**config.mk**
```make
export PLATFORM = sky130hd
export DESIGN_NAME = pcp_timer_top
export DESIGN_NICKNAME = d
export VERILOG_FILES = /design/src/hw/pcp_pkg.sv /design/src/hw/pcp_channel.sv /design/src/hw/pcp_timer_top.sv
export SDC_FILE = /design/constraint.sdc
export NUM_CORES = 1
export LEC_CHECK = 0
export BUFFER_PORTS_ARGS = -buffer_cell sky130_fd_sc_hd__buf_4
export CAP_MARGIN = 20
export CORE_UTILIZATION = 55
export DETAILED_ROUTE_END_ITERATION = 7
export GPL_TIMING_DRIVEN = 0
export PLACE_DENSITY = 0.81
export SLEW_MARGIN = 20
export SYNTH_ARGS = -nofsm -noshare
export SYNTH_HDL_FRONTEND = slang
export SYNTH_SLANG_ARGS = --single-unit
export TNS_END_PERCENT = 50
```
**constraint.sdc**
```tcl
create_clock -name ref_clk -period 2.08 [get_ports ref_clk]
set_input_delay 0.416 -clock ref_clk [delete_from_list [all_inputs] [get_ports ref_clk]]
set_output_delay 0.416 -clock ref_clk [all_outputs]
set_load 0.02 [all_outputs]
```
**src/hw/pcp_pkg.sv**
```systemverilog
// Constants, register map and field layout of the PWM timer units
package pcp_pkg;

  localparam int CNT_W = 16;
  localparam int ADDR_W = 8;
  localparam int DATA_W = 32;

  // Register byte offsets inside one unit
  localparam logic [7:0] UNIT_STRIDE = 8'h40;
  localparam logic [7:0] OFF_SC = 8'h00;
  localparam logic [7:0] OFF_CNT = 8'h04;
  localparam logic [7:0] OFF_MOD = 8'h08;
  localparam logic [7:0] OFF_CH0SC = 8'h0C;
  localparam logic [7:0] OFF_CH0VAL = 8'h10;
  localparam logic [7:0] OFF_CH1SC = 8'h14;
  localparam logic [7:0] OFF_CH1VAL = 8'h18;
  // Global break flag control register
  localparam logic [7:0] OFF_BRK = 8'h80;

  // Unit status control fields
  localparam int SC_FLAG = 7;
  localparam int SC_IE = 6;
  localparam int SC_HALT = 5;
  localparam int SC_RST = 4;
  localparam int SC_PS_HI = 2;
  localparam int SC_PS_LO = 0;

  // Channel status control fields
  localparam int CH_FLAG = 7;
  localparam int CH_IE = 6;
  localparam int CH_MSB = 5;
  localparam int CH_MSA = 4;
  localparam int CH_ELSB = 3;
  localparam int CH_ELSA = 2;
  localparam int CH_TOV = 1;
  localparam int CH_MAX = 0;

  // Break control field
  localparam int BRK_BREAK_FLAG_CLEAR_ENABLE = 0;

  // Reset values
  localparam logic [7:0] SC_RESET = 8'h20;
  localparam logic [CNT_W-1:0] MOD_RESET = 16'hFFFF;
  localparam logic [6:0] CH_RESET = 7'h00;
  localparam logic [CNT_W-1:0] VAL_RESET = 16'h0000;

  // Prescaler code with no clock source
  localparam logic [2:0] PS_NONE = 3'h7;

  // Edge/level pair in compare mode
  localparam logic [1:0] ELS_PORT = 2'h0;
  localparam logic [1:0] ELS_TOGGLE = 2'h1;
  localparam logic [1:0] ELS_CLEAR = 2'h2;
  localparam logic [1:0] ELS_SET = 2'h3;
  // Edge/level pair in capture mode
  localparam logic [1:0] EDGE_RISE = 2'h1;
  localparam logic [1:0] EDGE_FALL = 2'h2;
  localparam logic [1:0] EDGE_ANY = 2'h3;

endpackage

```
**src/hw/pcp_channel.sv**
```systemverilog
// One timer channel: pin action on compare and wrap, edge detection for capture
`timescale 1ns/1ps
module pcp_channel (
  input  wire logic       ref_clk,
  input  wire logic       rst_n,
  input  wire logic       wrap,
  input  wire logic       match,
  input  wire logic       pinSync,
  input  wire logic [6:0] ctrl,
  output logic            pinOut,
  output logic            pinOe,
  output logic            chanEvent,
  output logic            captureEvent
);

  logic       isCompare;
  logic [1:0] els;
  logic       tov;
  logic       fullDuty;
  logic       prevPin;
  logic       rise;
  logic       fall;

  assign isCompare = ctrl[pcp_pkg::CH_MSB] | ctrl[pcp_pkg::CH_MSA]; // RULE10
  assign els = ctrl[pcp_pkg::CH_ELSB:pcp_pkg::CH_ELSA];
  assign tov = ctrl[pcp_pkg::CH_TOV];
  assign fullDuty = ctrl[pcp_pkg::CH_MAX];
  assign rise = pinSync & ~prevPin;
  assign fall = ~pinSync & prevPin;

  assign captureEvent = ~isCompare && ((els == pcp_pkg::EDGE_RISE && rise) ||
                                       (els == pcp_pkg::EDGE_FALL && fall) ||
                                       (els == pcp_pkg::EDGE_ANY && (rise | fall)));
  assign chanEvent = (isCompare & match) | captureEvent; // RULE16

  always_ff @(posedge ref_clk or negedge rst_n) begin
    if (!rst_n) begin
      prevPin <= 1'b0;
    end else begin
      prevPin <= pinSync;
    end
  end

  // Port owns the pin unless a compare action is selected
  always_ff @(posedge ref_clk or negedge rst_n) begin
    if (!rst_n) begin
      pinOe <= 1'b0;
    end else begin
      pinOe <= isCompare && els != pcp_pkg::ELS_PORT; // RULE22
    end
  end

  always_ff @(posedge ref_clk or negedge rst_n) begin
    if (!rst_n) begin
      pinOut <= 1'b0;
    end else if (isCompare) begin
      if (wrap && tov) begin // RULE23
        if (fullDuty && els == pcp_pkg::ELS_CLEAR) begin
          pinOut <= 1'b1; // RULE14
        end else if (fullDuty && els == pcp_pkg::ELS_SET) begin
          pinOut <= 1'b0; // RULE14
        end else begin
          pinOut <= ~pinOut;
        end
      end else if (match && !(fullDuty && tov)) begin
        // Without wrap toggles, clear and set re-drive the held level
        unique case (els) // RULE11 RULE13
          pcp_pkg::ELS_TOGGLE: pinOut <= ~pinOut;
          pcp_pkg::ELS_CLEAR:  pinOut <= 1'b0;
          pcp_pkg::ELS_SET:    pinOut <= 1'b1;
          pcp_pkg::ELS_PORT:   pinOut <= pinOut;
        endcase
      end
    end
  end

endmodule

```
**src/hw/pcp_timer_top.sv**
```systemverilog
// Two PWM timer units, two channels each, behind an APB slave
//
// Design decisions made here: the register offsets and the APB register port.
`timescale 1ns/1ps
////////////////////////////////////////////////////////////////////////////////
// Overview of operation
// RULE1 - Compare value sets pulse width from wrap to match; 256 steps at 8 bits.
// RULE2 - Unbuffered compare writes act at once; a passed value misses that period.
// RULE3 - Channel compare flag and request rise at the end of the pulse.
// RULE4 - Wrap flag and request rise at the end of every period.
// RULE5 - Software should not select toggle on compare for PWM.
// RULE6 - Buffer link bit on channel 0 joins both channels onto pin 0; value 0 first.
// RULE7 - Writing channel 1 value hands control over at the next wrap; last written wins.
// RULE8 - While linked, channel 1 control is unused and its pin goes to the port.
// RULE9 - Software should write only the inactive value of a linked pair.
// RULE10 - Mode pair 0:1 selects unbuffered compare, 1:0 buffered compare.
// RULE11 - Edge pair 1:0 clears, 1:1 sets on compare; wrap toggle completes PWM.
// RULE12 - Software sets up halt, reset, period, width, mode, then releases halt.
// RULE13 - Without wrap toggle the output never changes at wrap: 0% duty.
// RULE14 - Full duty bit with wrap toggle holds the output at 100% duty.
// RULE15 - Wrap flag sets at modulo match; request only while its enable is set.
// RULE16 - Channel flag sets on capture or compare; request only while enabled.
// RULE17 - Counting continues in wait; registers unreachable; enabled requests wake.
// RULE18 - Stop mode halts everything without changing any register or count; here capture edges still load values and set flags.
// RULE19 - Counter halts while a debug break is active.
// RULE20 - Flags clear in break only with break clear enable; else accesses leave them.
// RULE21 - A first clear step made before break survives it; second step clears.
// RULE22 - Each of the four pins is independently capture or compare; pin 0 buffers; here pin 2 buffers too.
// RULE23 - With wrap toggle the pin toggles at modulo match; modulo sets the period.
// RULE24 - At modulo match the counter sets the wrap flag and restarts from zero.
// RULE25 - Two identical units, each with own channels, pins and requests.
module pcp_timer_top #(
  parameter int NUM_UNITS = 2
) (
  input  wire logic                         ref_clk,
  input  wire logic                         rst_n,
  input  wire logic                         psel,
  input  wire logic                         penable,
  input  wire logic                         pwrite,
  input  wire logic [pcp_pkg::ADDR_W-1:0]   paddr,
  input  wire logic [pcp_pkg::DATA_W-1:0]   pwdata,
  output logic                              pready,
  output logic      [pcp_pkg::DATA_W-1:0]   prdata,
  output logic                              pslverr,
  input  wire logic                         waitMode,
  input  wire logic                         stopMode,
  input  wire logic                         breakActive,
  input  wire logic [2*NUM_UNITS-1:0]       chanPinIn,
  output logic      [2*NUM_UNITS-1:0]       chanPinOut,
  output logic      [2*NUM_UNITS-1:0]       chanPinOe,
  output logic      [NUM_UNITS-1:0]         wrapIrq,
  output logic      [2*NUM_UNITS-1:0]       chanIrq,
  output logic                              wakeReq
);

  localparam int NCH = 2 * NUM_UNITS;

  if (NUM_UNITS < 1 || NUM_UNITS > 2) begin : gBadUnits
    $error("NUM_UNITS must be 1 or 2");
  end

  ////////////////////////////////////////////////////////////////////////////////
  // Register state

  logic [pcp_pkg::CNT_W-1:0] count   [NUM_UNITS];
  logic [pcp_pkg::CNT_W-1:0] modulo  [NUM_UNITS];
  logic                      wrapFlag[NUM_UNITS];
  logic                      wrapIe  [NUM_UNITS];
  logic                      haltBit [NUM_UNITS];
  logic [2:0]                ps      [NUM_UNITS];
  logic                      linked  [NUM_UNITS];
  logic [6:0]                chCtrl  [NCH];
  logic                      chFlag  [NCH];
  logic [pcp_pkg::CNT_W-1:0] chVal   [NCH];
  logic                      break_flag_clear_enable;
  logic [NCH-1:0]            chanReq;
  logic [NUM_UNITS-1:0]      wrapReq;

  ////////////////////////////////////////////////////////////////////////////////
  // APB decode

  logic                      apbDone;
  logic                      wrEn;
  logic                      rdEn;
  logic                      clearOk;
  logic                      regArea;
  logic                      unitIdx;
  logic [7:0]                offset;
  logic                      rdHit;
  logic [pcp_pkg::DATA_W-1:0] rdData;

  assign apbDone = psel & penable & pready;
  assign wrEn = apbDone & pwrite & ~waitMode; // RULE17
  // Arm in the cycle the read data are latched, so the arm matches what software sees
  assign rdEn = psel & penable & ~pready & ~pwrite & ~waitMode; // RULE17
  assign clearOk = ~breakActive | break_flag_clear_enable; // RULE20
  assign regArea = ~paddr[7] && paddr[1:0] == 2'h0;
  assign unitIdx = paddr[6];
  assign offset = {2'h0, paddr[5:0]};

  always_comb begin
    rdData = '0;
    rdHit = 1'b0;
    if (paddr == pcp_pkg::OFF_BRK) begin
      rdHit = 1'b1;
      rdData[pcp_pkg::BRK_BREAK_FLAG_CLEAR_ENABLE] = break_flag_clear_enable;
    end else if (regArea && int'(unitIdx) < NUM_UNITS) begin
      rdHit = 1'b1;
      unique case (offset)
        pcp_pkg::OFF_SC:
          rdData[7:0] = {wrapFlag[unitIdx], wrapIe[unitIdx], haltBit[unitIdx], 2'h0, ps[unitIdx]};
        pcp_pkg::OFF_CNT:
          rdData[pcp_pkg::CNT_W-1:0] = count[unitIdx];
        pcp_pkg::OFF_MOD:
          rdData[pcp_pkg::CNT_W-1:0] = modulo[unitIdx];
        pcp_pkg::OFF_CH0SC:
          rdData[7:0] = {chFlag[{unitIdx, 1'b0}], chCtrl[{unitIdx, 1'b0}]};
        pcp_pkg::OFF_CH0VAL:
          rdData[pcp_pkg::CNT_W-1:0] = chVal[{unitIdx, 1'b0}];
        pcp_pkg::OFF_CH1SC:
          if (!linked[unitIdx]) begin // RULE8
            rdData[7:0] = {chFlag[{unitIdx, 1'b1}], chCtrl[{unitIdx, 1'b1}]};
          end
        pcp_pkg::OFF_CH1VAL:
          rdData[pcp_pkg::CNT_W-1:0] = chVal[{unitIdx, 1'b1}];
        default:
          rdHit = 1'b0;
      endcase
    end
  end

  // One wait state: answer on the second access cycle
  always_ff @(posedge ref_clk or negedge rst_n) begin
    if (!rst_n) begin
      pready <= 1'b0;
      prdata <= '0;
      pslverr <= 1'b0;
    end else begin
      pready <= psel & penable & ~pready;
      if (psel & penable & ~pready) begin
        prdata <= (pwrite | waitMode) ? '0 : rdData; // RULE17
        pslverr <= ~rdHit | waitMode;
      end else begin
        prdata <= '0;
        pslverr <= 1'b0;
      end
    end
  end

  always_ff @(posedge ref_clk or negedge rst_n) begin
    if (!rst_n) begin
      break_flag_clear_enable <= 1'b0;
    end else if (wrEn && paddr == pcp_pkg::OFF_BRK) begin
      break_flag_clear_enable <= pwdata[pcp_pkg::BRK_BREAK_FLAG_CLEAR_ENABLE];
    end
  end

  ////////////////////////////////////////////////////////////////////////////////
  // Request outputs

  always_ff @(posedge ref_clk or negedge rst_n) begin
    if (!rst_n) begin
      wrapIrq <= '0;
      chanIrq <= '0;
      wakeReq <= 1'b0;
    end else begin
      wrapIrq <= wrapReq;
      chanIrq <= chanReq;
      wakeReq <= waitMode & (|{wrapReq, chanReq}); // RULE17
    end
  end

  ////////////////////////////////////////////////////////////////////////////////
  // Timer units

  for (genvar u = 0; u < NUM_UNITS; u++) begin : gUnit // RULE25
    logic       selU;
    logic       wrSc;
    logic       rdSc;
    logic       wrMod;
    logic       wrV0;
    logic       wrV1;
    logic       trst;
    logic       halt;
    logic       tick;
    logic       wrap;
    logic       wrapArm;
    logic       activeSel;
    logic       pendSel;
    logic [5:0] preDiv;
    logic [5:0] preMask;

    assign selU = regArea && unitIdx == 1'(u);
    assign wrSc = wrEn && selU && offset == pcp_pkg::OFF_SC;
    assign rdSc = rdEn && selU && offset == pcp_pkg::OFF_SC;
    assign wrMod = wrEn && selU && offset == pcp_pkg::OFF_MOD;
    assign wrV0 = wrEn && selU && offset == pcp_pkg::OFF_CH0VAL;
    assign wrV1 = wrEn && selU && offset == pcp_pkg::OFF_CH1VAL;
    assign trst = wrSc && pwdata[pcp_pkg::SC_RST];
    assign halt = haltBit[u] | stopMode | breakActive; // RULE18 RULE19
    assign preMask = 6'((7'h01 << ps[u]) - 7'h01);
    assign tick = ~halt && ps[u] != pcp_pkg::PS_NONE && (preDiv & preMask) == preMask;
    assign wrap = tick && count[u] == modulo[u]; // RULE24
    assign linked[u] = chCtrl[2*u][pcp_pkg::CH_MSB]; // RULE6
    assign wrapReq[u] = wrapFlag[u] & wrapIe[u]; // RULE15

    // Prescaler and counter; the reset bit also clears the prescaler
    always_ff @(posedge ref_clk or negedge rst_n) begin
      if (!rst_n) begin
        preDiv <= 6'h00;
        count[u] <= '0;
      end else if (trst) begin
        preDiv <= 6'h00;
        count[u] <= '0;
      end else if (!halt) begin
        preDiv <= preDiv + 6'h01;
        if (tick) begin
          count[u] <= wrap ? '0 : count[u] + 16'h0001; // RULE24
        end
      end
    end

    always_ff @(posedge ref_clk or negedge rst_n) begin
      if (!rst_n) begin
        wrapIe[u] <= pcp_pkg::SC_RESET[pcp_pkg::SC_IE];
        haltBit[u] <= pcp_pkg::SC_RESET[pcp_pkg::SC_HALT];
        ps[u] <= pcp_pkg::SC_RESET[pcp_pkg::SC_PS_HI:pcp_pkg::SC_PS_LO];
      end else if (wrSc) begin
        wrapIe[u] <= pwdata[pcp_pkg::SC_IE];
        haltBit[u] <= pwdata[pcp_pkg::SC_HALT];
        ps[u] <= pwdata[pcp_pkg::SC_PS_HI:pcp_pkg::SC_PS_LO];
      end
    end

    // Two-step clear: read with flag set, then write zero; a new wrap wins
    always_ff @(posedge ref_clk or negedge rst_n) begin
      if (!rst_n) begin
        wrapFlag[u] <= 1'b0;
        wrapArm <= 1'b0;
      end else if (wrap) begin
        wrapFlag[u] <= 1'b1; // RULE4 RULE15
        wrapArm <= 1'b0;
      end else if (rdSc && wrapFlag[u] && clearOk) begin
        wrapArm <= 1'b1; // RULE20
      end else if (wrSc && !pwdata[pcp_pkg::SC_FLAG] && wrapArm && clearOk) begin
        wrapFlag[u] <= 1'b0; // RULE20 RULE21
        wrapArm <= 1'b0;
      end
    end

    always_ff @(posedge ref_clk or negedge rst_n) begin
      if (!rst_n) begin
        modulo[u] <= pcp_pkg::MOD_RESET;
      end else if (wrMod) begin
        modulo[u] <= pwdata[pcp_pkg::CNT_W-1:0];
      end
    end

    // Linked pair: value written last takes over at the next wrap
    always_ff @(posedge ref_clk or negedge rst_n) begin
      if (!rst_n) begin
        activeSel <= 1'b0;
        pendSel <= 1'b0;
      end else if (!linked[u]) begin
        activeSel <= 1'b0; // RULE6
        pendSel <= 1'b0;
      end else begin
        if (wrV1) begin
          pendSel <= 1'b1; // RULE7
        end else if (wrV0) begin
          pendSel <= 1'b0; // RULE7
        end
        if (wrap) begin
          activeSel <= wrV1 ? 1'b1 : (wrV0 ? 1'b0 : pendSel); // RULE7
        end
      end
    end

    for (genvar c = 0; c < 2; c++) begin : gChan
      localparam int CH = 2 * u + c;
      logic                      wrCtl;
      logic                      rdCtl;
      logic                      wrVal;
      logic                      chArm;
      logic [6:0]                ctrlEff;
      logic [pcp_pkg::CNT_W-1:0] cmpVal;
      logic                      match;
      logic                      evt;
      logic                      capEvt;
      logic                      syncA;
      logic                      syncB;

      assign wrCtl = wrEn && selU && offset == (c == 0 ? pcp_pkg::OFF_CH0SC : pcp_pkg::OFF_CH1SC);
      assign rdCtl = rdEn && selU && offset == (c == 0 ? pcp_pkg::OFF_CH0SC : pcp_pkg::OFF_CH1SC);
      assign wrVal = c == 0 ? wrV0 : wrV1;
      assign ctrlEff = (c == 1 && linked[u]) ? 7'h00 : chCtrl[CH]; // RULE8
      assign cmpVal = (c == 0 && activeSel) ? chVal[CH+1] : chVal[CH]; // RULE6 RULE7
      assign match = tick && count[u] == cmpVal; // RULE1 RULE2
      assign chanReq[CH] = chFlag[CH] & ctrlEff[pcp_pkg::CH_IE]; // RULE16

      always_ff @(posedge ref_clk or negedge rst_n) begin
        if (!rst_n) begin
          syncA <= 1'b0;
          syncB <= 1'b0;
        end else begin
          syncA <= chanPinIn[CH];
          syncB <= syncA;
        end
      end

      // Mode pair B bit only exists on the first channel
      always_ff @(posedge ref_clk or negedge rst_n) begin
        if (!rst_n) begin
          chCtrl[CH] <= pcp_pkg::CH_RESET;
        end else if (wrCtl && !(c == 1 && linked[u])) begin // RULE8
          chCtrl[CH] <= c == 0 ? pwdata[6:0] : (pwdata[6:0] & ~(7'h01 << pcp_pkg::CH_MSB));
        end
      end

      // Writes act at once; capture copies the counter into the value
      always_ff @(posedge ref_clk or negedge rst_n) begin
        if (!rst_n) begin
          chVal[CH] <= pcp_pkg::VAL_RESET;
        end else if (wrVal) begin
          chVal[CH] <= pwdata[pcp_pkg::CNT_W-1:0]; // RULE2
        end else if (capEvt) begin
          chVal[CH] <= count[u];
        end
      end

      always_ff @(posedge ref_clk or negedge rst_n) begin
        if (!rst_n) begin
          chFlag[CH] <= 1'b0;
          chArm <= 1'b0;
        end else if (evt) begin
          chFlag[CH] <= 1'b1; // RULE3 RULE16
          chArm <= 1'b0;
        end else if (rdCtl && chFlag[CH] && clearOk && !(c == 1 && linked[u])) begin
          chArm <= 1'b1; // RULE20
        end else if (wrCtl && !pwdata[pcp_pkg::CH_FLAG] && chArm && clearOk) begin
          chFlag[CH] <= 1'b0; // RULE20 RULE21
          chArm <= 1'b0;
        end
      end

      pcp_channel uChan (
        .ref_clk      (ref_clk),
        .rst_n        (rst_n),
        .wrap         (wrap),
        .match        (match),
        .pinSync      (syncB),
        .ctrl         (ctrlEff),
        .pinOut       (chanPinOut[CH]),
        .pinOe        (chanPinOe[CH]),
        .chanEvent    (evt),
        .captureEvent (capEvt)
      ); // RULE22
    end
  end

endmodule

```
==> results of run 1 <==
## power by group
group          leakage, nW  switching (W)  internal (W)
Sequential            2.76       0.000329       0.00483
Combinational         4.29       0.000877      0.000715
Clock                0.421        0.00191       0.00279
## registers in the layout (all words and copies together), names as in the netlist, 6 cells and up
signal / flops
ps: 6
gUnit.gChan.ctrlEff: 14
modulo: 32
gUnit.preDiv: 12
chCtrl: 12
gUnit.gChan.cmpVal: 32
count: 32
prdata: 16
chVal: 32
## cells by family (layout without fill, tap and decap cells)
kind of cell | after synthesis | after routing
buf+inv | 144 | 309
flops | 238 | 238
mux | 209 | 209
xor+xnor | 123 | 123
other cells | 1 | 16
compound gates | 257 | 257
fa+ha+maj | 12 | 12
simple gates | 388 | 388
## routing by layer
| metal | wire (um) | part of all wire (%) |
|---|---|---|
| met5 | 0 | 0 |
| met4 | 1744 | 4.1 |
| met3 | 3646 | 8.6 |
| met2 | 19760 | 46 |
| met1 | 17390 | 41 |
## worst paths after layout
| kind | start | end | slack, ns | depth (start not counted) |
|---|---|---|---|---|
| max | gUnit[0].activeSel | gUnit[0].gChan[0].uChan.pinOut | -0.35 | 8 |
| min | pwdata[1] | modulo[17] | 0.15 | 2 |
| max reg2reg | gUnit[0].activeSel | gUnit[0].gChan[0].uChan.pinOut | -0.35 | 8 |
| min reg2reg | gUnit[1].gChan[0].syncA | gUnit[1].gChan[0].syncB | 0.35 | 0 |
| max in group asynchronous | rst_n | haltBit[0] | 0.35 | 4 |
| min in group asynchronous | rst_n | count[26] | 0.44 | 2 |
## timing repair
| action | 4_1_cts | 5_1_grt |
|---|---|---|
| resized for setup | 132 | 103 |
| pin swaps | 39 | 42 |
| endpoints found under the setup margin | 141 | 155 |
| setup buffers | 42 | 35 |
| gates cloned | 0 | 2 |
| hold endpoints to repair | 74 | 0 |
| hold buffers | 5 | 0 |
## stage by stage
| step | TNS (ns) | power, W |
|---|---|---|
| floorplan | -2.159 | 0.005898 |
| global placement | -364.13 | 0.006360 |
| detailed placement | -99.71 | 0.006412 |
| CTS | -4.026 | 0.01121 |
| global route | -7.934 | 0.01182 |
| finish | -4.233 | 0.01145 |
## final cells by class
type                            instances  share of cell area (%)
Sequential cell                       238                   35.63
Tap cell                              324                   2.398
Clock buffer                           46                   4.893
Buffer                                 98                   4.101
Timing Repair Buffer                  145                   7.321
Multi-Input combinational cell       1005                   45.03
Clock inverter                          2                  0.2073
Inverter                               18                  0.4219
## cell usage in the layout (no fill, tap or decap), types with 29 or more instances in the layout
cell	instances
sky130_fd_sc_hd__a21oi_1	49
sky130_fd_sc_hd__a22oi_1	29
sky130_fd_sc_hd__buf_4	150
sky130_fd_sc_hd__clkbuf_1	29
sky130_fd_sc_hd__dfrtp_1	185
sky130_fd_sc_hd__dfstp_2	34
sky130_fd_sc_hd__mux2_2	84
sky130_fd_sc_hd__mux2i_1	119
sky130_fd_sc_hd__nand2_1	111
sky130_fd_sc_hd__nor2_1	91
sky130_fd_sc_hd__o21ai_0	69
sky130_fd_sc_hd__xnor2_1	40
sky130_fd_sc_hd__xor2_1	79
==> Flow_metrics.wiki, run 1 <==
{| class="wikitable"
! Metric !! Value
|-
| Outcome || finished with violations
|-
| Violated checks || negative setup slack
|-
| Worst path required time || 2.50 ns
|-
| Area fraction in compound gates after synthesis || 12.06%
|-
| GRT Max-Usage Layer || met2
|-
| Via count of the first global-routing pass || 11170
|-
| Worst hold-check slack || 0.1463 ns
|-
| Full die area || 25520 um^2
|-
| Antenna violations before repair || 0
|-
| Highest clock frequency the design can meet || 411.4 MHz
|-
| Area of all sequential standard cells || 6022 um^2
|-
| Detailed-route wire length || 42.54 mm
|-
| Fraction of registers with async set or reset after synthesis || 100.0%
|-
| Power density cells || 677.3 nW/um^2
|-
| Maximum number of pins on one net before global-route repair || 98
|-
| Most instantiated flip-flop cell in the synthesis netlist || sky130_fd_sc_hd__dfrtp_1
|-
| Type of the most critical hold path || input port to register
|-
| Final setup margin || -0.3509 ns
|-
| Number of buffers inserted by port buffering || 64
|-
| Synth top area cells || sky130_fd_sc_hd__dfrtp_1, sky130_fd_sc_hd__mux2i_1, sky130_fd_sc_hd__mux2_2, sky130_fd_sc_hd__dfstp_2, sky130_fd_sc_hd__xor2_1
|-
| DP Worst Slack || -0.8216 ns
|-
| CP Class || register to register
|-
| Violation count after the first detailed-routing iteration || 1249
|-
| Final min period || 2.431 ns
|-
| Global placer's final weighted congestion || 0.9740
|-
| Synthesized-area fraction occupied by and/or/nand/nor cells || 14.21%
|-
| #FFs+latches synth || 238
|-
| Parity-gate share of the synthesized area counting xor and xnor cells || 7.871%
|-
| Placed cell count || 1777
|-
| Library cell contributing the largest single delay on the critical path || sky130_fd_sc_hd__nor4_4
|-
| Vertical die dimension || 159.8 um
|-
| Max-Cap Viols || 0
|-
| Maximum VDD drop || 0.0006410 V
|-
| GRT Total Usage || 32.30%
|-
| Fill cells || 1830
|-
| Post-detailed-route wirelength per cell || 22.67 um
|-
| Count of clock tree sinks || 238
|-
| Wire length of the first global-routing pass || 63.91 mm
|-
| Dominant combinational cell family by area after synthesis || multiplexers
|-
| Remaining antenna violation count || 0
|-
| Ordered cell list for the critical path || buf_6 > buf_4 > mux2i_1 > xor2_1 > nand4_1 > nor4_4 > a31oi_1 > mux2_1
|-
| CTS H-Tree Depth || 1
|-
| Maximum fanout along the worst path || 10
|-
| Total clock buffers created by CTS || 26
|-
| Cell area after placement || 14760 um^2
|-
| Maximum count of clock buffers along a single path || 3
|-
| Initial cell density of the core || 56.11%
|-
| Category of the worst setup path launch point || register
|-
| Part of the cycle the worst path needs || 116.9%
|-
| Met2 track demand over resource || 51.21%
|-
| Root buf cell || sky130_fd_sc_hd__clkbuf_16
|-
| Seq/Total Area, Yosys || 43.82%
|-
| Final hold viol count || 0
|-
| Detailed placer's ending HPWL || 29.45 mm
|-
| Clock input transition at the sequential cells of the worst setup and hold paths || 0.06 ns
|-
| Clock latency reported for the late side of the worst-skew pair || 0.54 ns
|-
| Netlist cell types || 71
|-
| Area of the multi-input gates || 7612 um^2
|-
| TritonCTS clock tree || yes
|-
| Final routed DRC violation total || 0
|-
| Post-layout util || 69.30%
|-
| Post-route cell area || 16900 um^2
|-
| Skew final || 0.01347 ns
|-
| Data arrival time of the critical path || 2.85 ns
|-
| Post-synth top cells || sky130_fd_sc_hd__dfrtp_1, sky130_fd_sc_hd__mux2i_1, sky130_fd_sc_hd__nand2_1
|-
| Area share of the largest cell type after synthesis || 37.30%
|-
| Met3 Usage GRT || 4.623%
|-
| Post-synth EDFFs || 0
|-
| Number of buffer and inverter instances along the worst setup path || 2
|-
| Reported leakage power || 7.481 nW
|-
| Capturing element type of the critical path || register
|-
| Filler-free cell count of the finished design || 1876
|-
| Final Slew Violations || 0
|-
| Multiplexer area fraction after synthesis || 16.06%
|-
| Final global-route overflow total || 0
|-
| Max-Slew Margin vs Limit || 39.57%
|-
| I/O pin cnt || 101
|-
| Global-route met1 utilization || 44.66%
|-
| Worst Tran Pin Value || 0.9064 ns
|-
| Most area-hungry cell type in the Yosys netlist || sky130_fd_sc_hd__dfrtp_1
|-
| Count of synthesis-stage warnings from yosys || 0
|-
| Horiz. Die Dim || 159.8 um
|-
| Category of cells accounting for the largest share of critical-path delay || multiplexers
|-
| Number of setup violations in the final report || 35
|-
| N_diodes || 0
|-
| Std cell rows || 57
|-
| Most used standard cell by instance count after synthesis || sky130_fd_sc_hd__dfrtp_1
|-
| Core ar. || 24390 um^2
|-
| Post-Synthesis Cells || 1372
|-
| Syn Std Cell Area || 13690 um^2
|-
| Fraction of final layout cells with drive strength greater than 1 || 31.96%
|-
| Vias post-DR || 11700
|-
| Adder-cell share of the synthesized area || 1.097%
|-
| Peak per-stage delay on the critical path || 0.38 ns
|-
| Number of nets in the finished design || 1596
|-
| Ratio of routed vias to standard cells || 6.234
|-
| Setup repair after global routing missed its margin || true
|-
| Area growth from synthesis to final layout || 23.50%
|-
| Detailed-router iteration count before antenna repair || 6
|-
| Avg Synthesized Cell Area || 9.976 um^2
|}
Power figures use the tool's default switching activity.
==> inputs of run 2 (changes only) <==
--- a/config.mk
+++ b/config.mk
@@ -11,7 +11,7 @@
 export DETAILED_ROUTE_END_ITERATION = 7
 export GPL_TIMING_DRIVEN = 0
 export PLACE_DENSITY = 0.81
-export SLEW_MARGIN = 20
+export SKIP_CTS_REPAIR_TIMING = 1
 export SYNTH_ARGS = -nofsm -noshare
 export SYNTH_HDL_FRONTEND = slang
 export SYNTH_SLANG_ARGS = --single-unit
==> Flow_metrics.wiki, run 2 (synthesis results as in run 1) <==
{| class="wikitable"
! Metric !! Value
|-
| Met3 Usage GRT || 5.325%
|-
| Initial cell density of the core || 56.11%
|-
| Vias post-DR || 11580
|-
| Commonest non-fill, non-tap cells in the layout || sky130_fd_sc_hd__dfrtp_1, sky130_fd_sc_hd__buf_4, sky130_fd_sc_hd__mux2i_1
|-
| Category of the worst setup path launch point || register
|-
| Area growth from synthesis to final layout || 21.69%
|-
| Max-Cap Viols || 0
|-
| CP Class || register to register
|-
| Final min period || 2.483 ns
|-
| Area of all sequential standard cells || 6021 um^2
|-
| Switching power total || 0.003062 W
|-
| Filler-free cell count of the finished design || 1876
|-
| Number of setup violations in the final report || 33
|-
| Number of buffers inserted by port buffering || 64
|-
| Register-to-register setup slack || -0.40 ns
|-
| Part of the cycle the worst path needs || 119.4%
|-
| I/O pin cnt || 101
|-
| Ratio of routed vias to standard cells || 6.171
|-
| Outcome || finished with violations
|-
| Global placer's final weighted congestion || 0.9740
|-
| Maximum count of clock buffers along a single path || 3
|-
| Maximum fanout along the worst path || 4
|-
| Final global-route overflow total || 0
|-
| Full die area || 25520 um^2
|-
| Max-Slew Margin vs Limit || 40.51%
|-
| Final Slew Violations || 0
|-
| Via count of the first global-routing pass || 10860
|-
| Worst Tran Pin Value || 0.8924 ns
|-
| CTS H-Tree Depth || 1
|-
| Cell area after placement || 14730 um^2
|-
| Portion of total power attributed to sequential cells || 46.1%
|-
| Data arrival time of the critical path || 2.90 ns
|-
| Number of nets in the finished design || 1597
|-
| N_diodes || 0
|-
| Setup repair after global routing missed its margin || true
|-
| Detailed placer's ending HPWL || 29.35 mm
|-
| Clock latency reported for the late side of the worst-skew pair || 0.54 ns
|-
| Maximum VDD drop || 0.0006475 V
|-
| Reg2reg start || haltBit[1]
|-
| TritonCTS clock tree || yes
|-
| Type of the most critical hold path || input port to asynchronous set/reset pin
|-
| Worst path required time || 2.50 ns
|-
| GRT Total Usage || 31.58%
|-
| Final routed DRC violation total || 0
|-
| Fill cells || 1833
|-
| Maximum number of pins on one net before global-route repair || 122
|-
| Remaining antenna violation count || 0
|-
| Area of the multi-input gates || 7486 um^2
|-
| Vertical die dimension || 159.8 um
|-
| Count of clock tree sinks || 238
|-
| Clock input transition at the sequential cells of the worst setup and hold paths || 0.06 ns
|-
| Detailed-route wire length || 41.95 mm
|-
| GRT Max-Usage Layer || met2
|-
| Detailed-router iteration count before antenna repair || 5
|-
| Cell-internal power || 0.008065 W
|-
| Std cell rows || 57
|-
| Category of cells accounting for the largest share of critical-path delay || simple AND/OR/NAND/NOR gates
|-
| Share of total power consumed by net switching || 27.52%
|-
| Reported leakage power || 7.387 nW
|-
| Global-route met1 utilization || 43.56%
|-
| Power density cells || 668.0 nW/um^2
|-
| Most frequent standard cell in the layout excluding fill and tap cells || sky130_fd_sc_hd__dfrtp_1
|-
| Capturing element type of the critical path || register
|-
| Final setup margin || -0.4029 ns
|-
| Worst Reg-to-Reg Cells || 7
|-
| Violated checks || negative hold slack, negative setup slack
|-
| Worst hold-check slack || -0.03319 ns
|-
| Clock network fraction of total power || 40.8%
|-
| Peak per-stage delay on the critical path || 0.38 ns
|-
| Violation count after the first detailed-routing iteration || 1219
|-
| Skew final || 0.01230 ns
|-
| Core ar. || 24390 um^2
|-
| Ordered cell list for the critical path || or3_4 > a221o_1 > or2_1 > buf_6 > nor4_4 > a31oi_1 > mux2_1
|-
| Final hold viol count || 37
|-
| Met2 track demand over resource || 49.34%
|-
| Highest clock frequency the design can meet || 402.8 MHz
|-
| Horiz. Die Dim || 159.8 um
|-
| Antenna violations before repair || 0
|-
| Placed cell count || 1776
|-
| Library cell contributing the largest single delay on the critical path || sky130_fd_sc_hd__dfstp_2
|-
| R2r endpoint || gUnit[0].gChan[0].uChan.pinOut
|-
| Total clock buffers created by CTS || 26
|-
| Wire length of the first global-routing pass || 62.06 mm
|-
| Number of buffer and inverter instances along the worst setup path || 1
|-
| Post-route cell area || 16660 um^2
|-
| Fraction of final layout cells with drive strength greater than 1 || 30.80%
|-
| Portion of total power attributed to combinational logic || 13.1%
|-
| Root buf cell || sky130_fd_sc_hd__clkbuf_16
|-
| Post-detailed-route wirelength per cell || 22.36 um
|}
## run 2: area by class of cell
type | instances | area share, %
plain buffers | 101 | 3.989
flip-flops and latches | 238 | 36.15
well taps | 324 | 2.434
clock buffers | 39 | 4.748
inverters | 18 | 0.4056
multi-input cells | 1005 | 44.94
clock inverters | 8 | 0.2930
repair buffers | 143 | 7.039
## run 2: worst max-delay path by stage
stage / to / slack [ns] / cells past startpoint / start
2_1_floorplan: count[27] / -0.11 / 8 / paddr[4]
3_3_place_gp: gUnit[1].gChan[1].uChan.prevPin / -1.26 / 1 / rst_n
3_5_place_dp: prdata[6] / -0.83 / 9 / paddr[1]
4_1_cts: count[25] / -0.75 / 9 / count[25]
5_1_grt: gUnit[0].gChan[0].uChan.pinOut / -0.45 / 7 / haltBit[1]
6_report: gUnit[0].gChan[0].uChan.pinOut / -0.40 / 7 / haltBit[1]
## run 2: per-layer routing
layer	up-vias	wire, um
met1	5696	17250
met3	122	3435
met4	0	1739
met5	-	0
met2	618	19520
li1	5141	-
## run 2: through the flow
stage	total power, W	util (%)	setup TNS (ns)	setup WS [ns]	hold WS (ns)
floorplan	0.005898	-	-2.159	-0.1100	0.1204
global placement	0.006360	60.25	-364.13	-1.260	0.3342
detailed placement	0.006402	60.39	-99.94	-0.8271	0.3410
CTS	0.01091	63.83	-37.65	-0.7537	-0.02826
global route	0.01150	68.29	-7.554	-0.4517	0.05082
finish	0.01113	68.29	-4.229	-0.4029	-0.03319
## run 2: power groups by stage
stage / combinational, W / sequential, W / clock [W]
after detailed placement: 0.00133 / 0.00507 / 0
final: 0.00146 / 0.00513 / 0.00454
after global routing: 0.00159 / 0.00516 / 0.00475
after CTS: 0.00134 / 0.00499 / 0.00458
after global placement: 0.00130 / 0.00506 / 0
after floorplan: 0.000869 / 0.00503 / 0
## run 2: worst reg2reg max path, cell delays in order, from the launching register on
cell and delay (ns):
sky130_fd_sc_hd__dfstp_2 0.38, sky130_fd_sc_hd__or3_4 0.36, sky130_fd_sc_hd__a221o_1 0.34, sky130_fd_sc_hd__or2_1 0.28, sky130_fd_sc_hd__buf_6 0.14, sky130_fd_sc_hd__nor4_4 0.38, sky130_fd_sc_hd__a31oi_1 0.16, sky130_fd_sc_hd__mux2_1 0.33
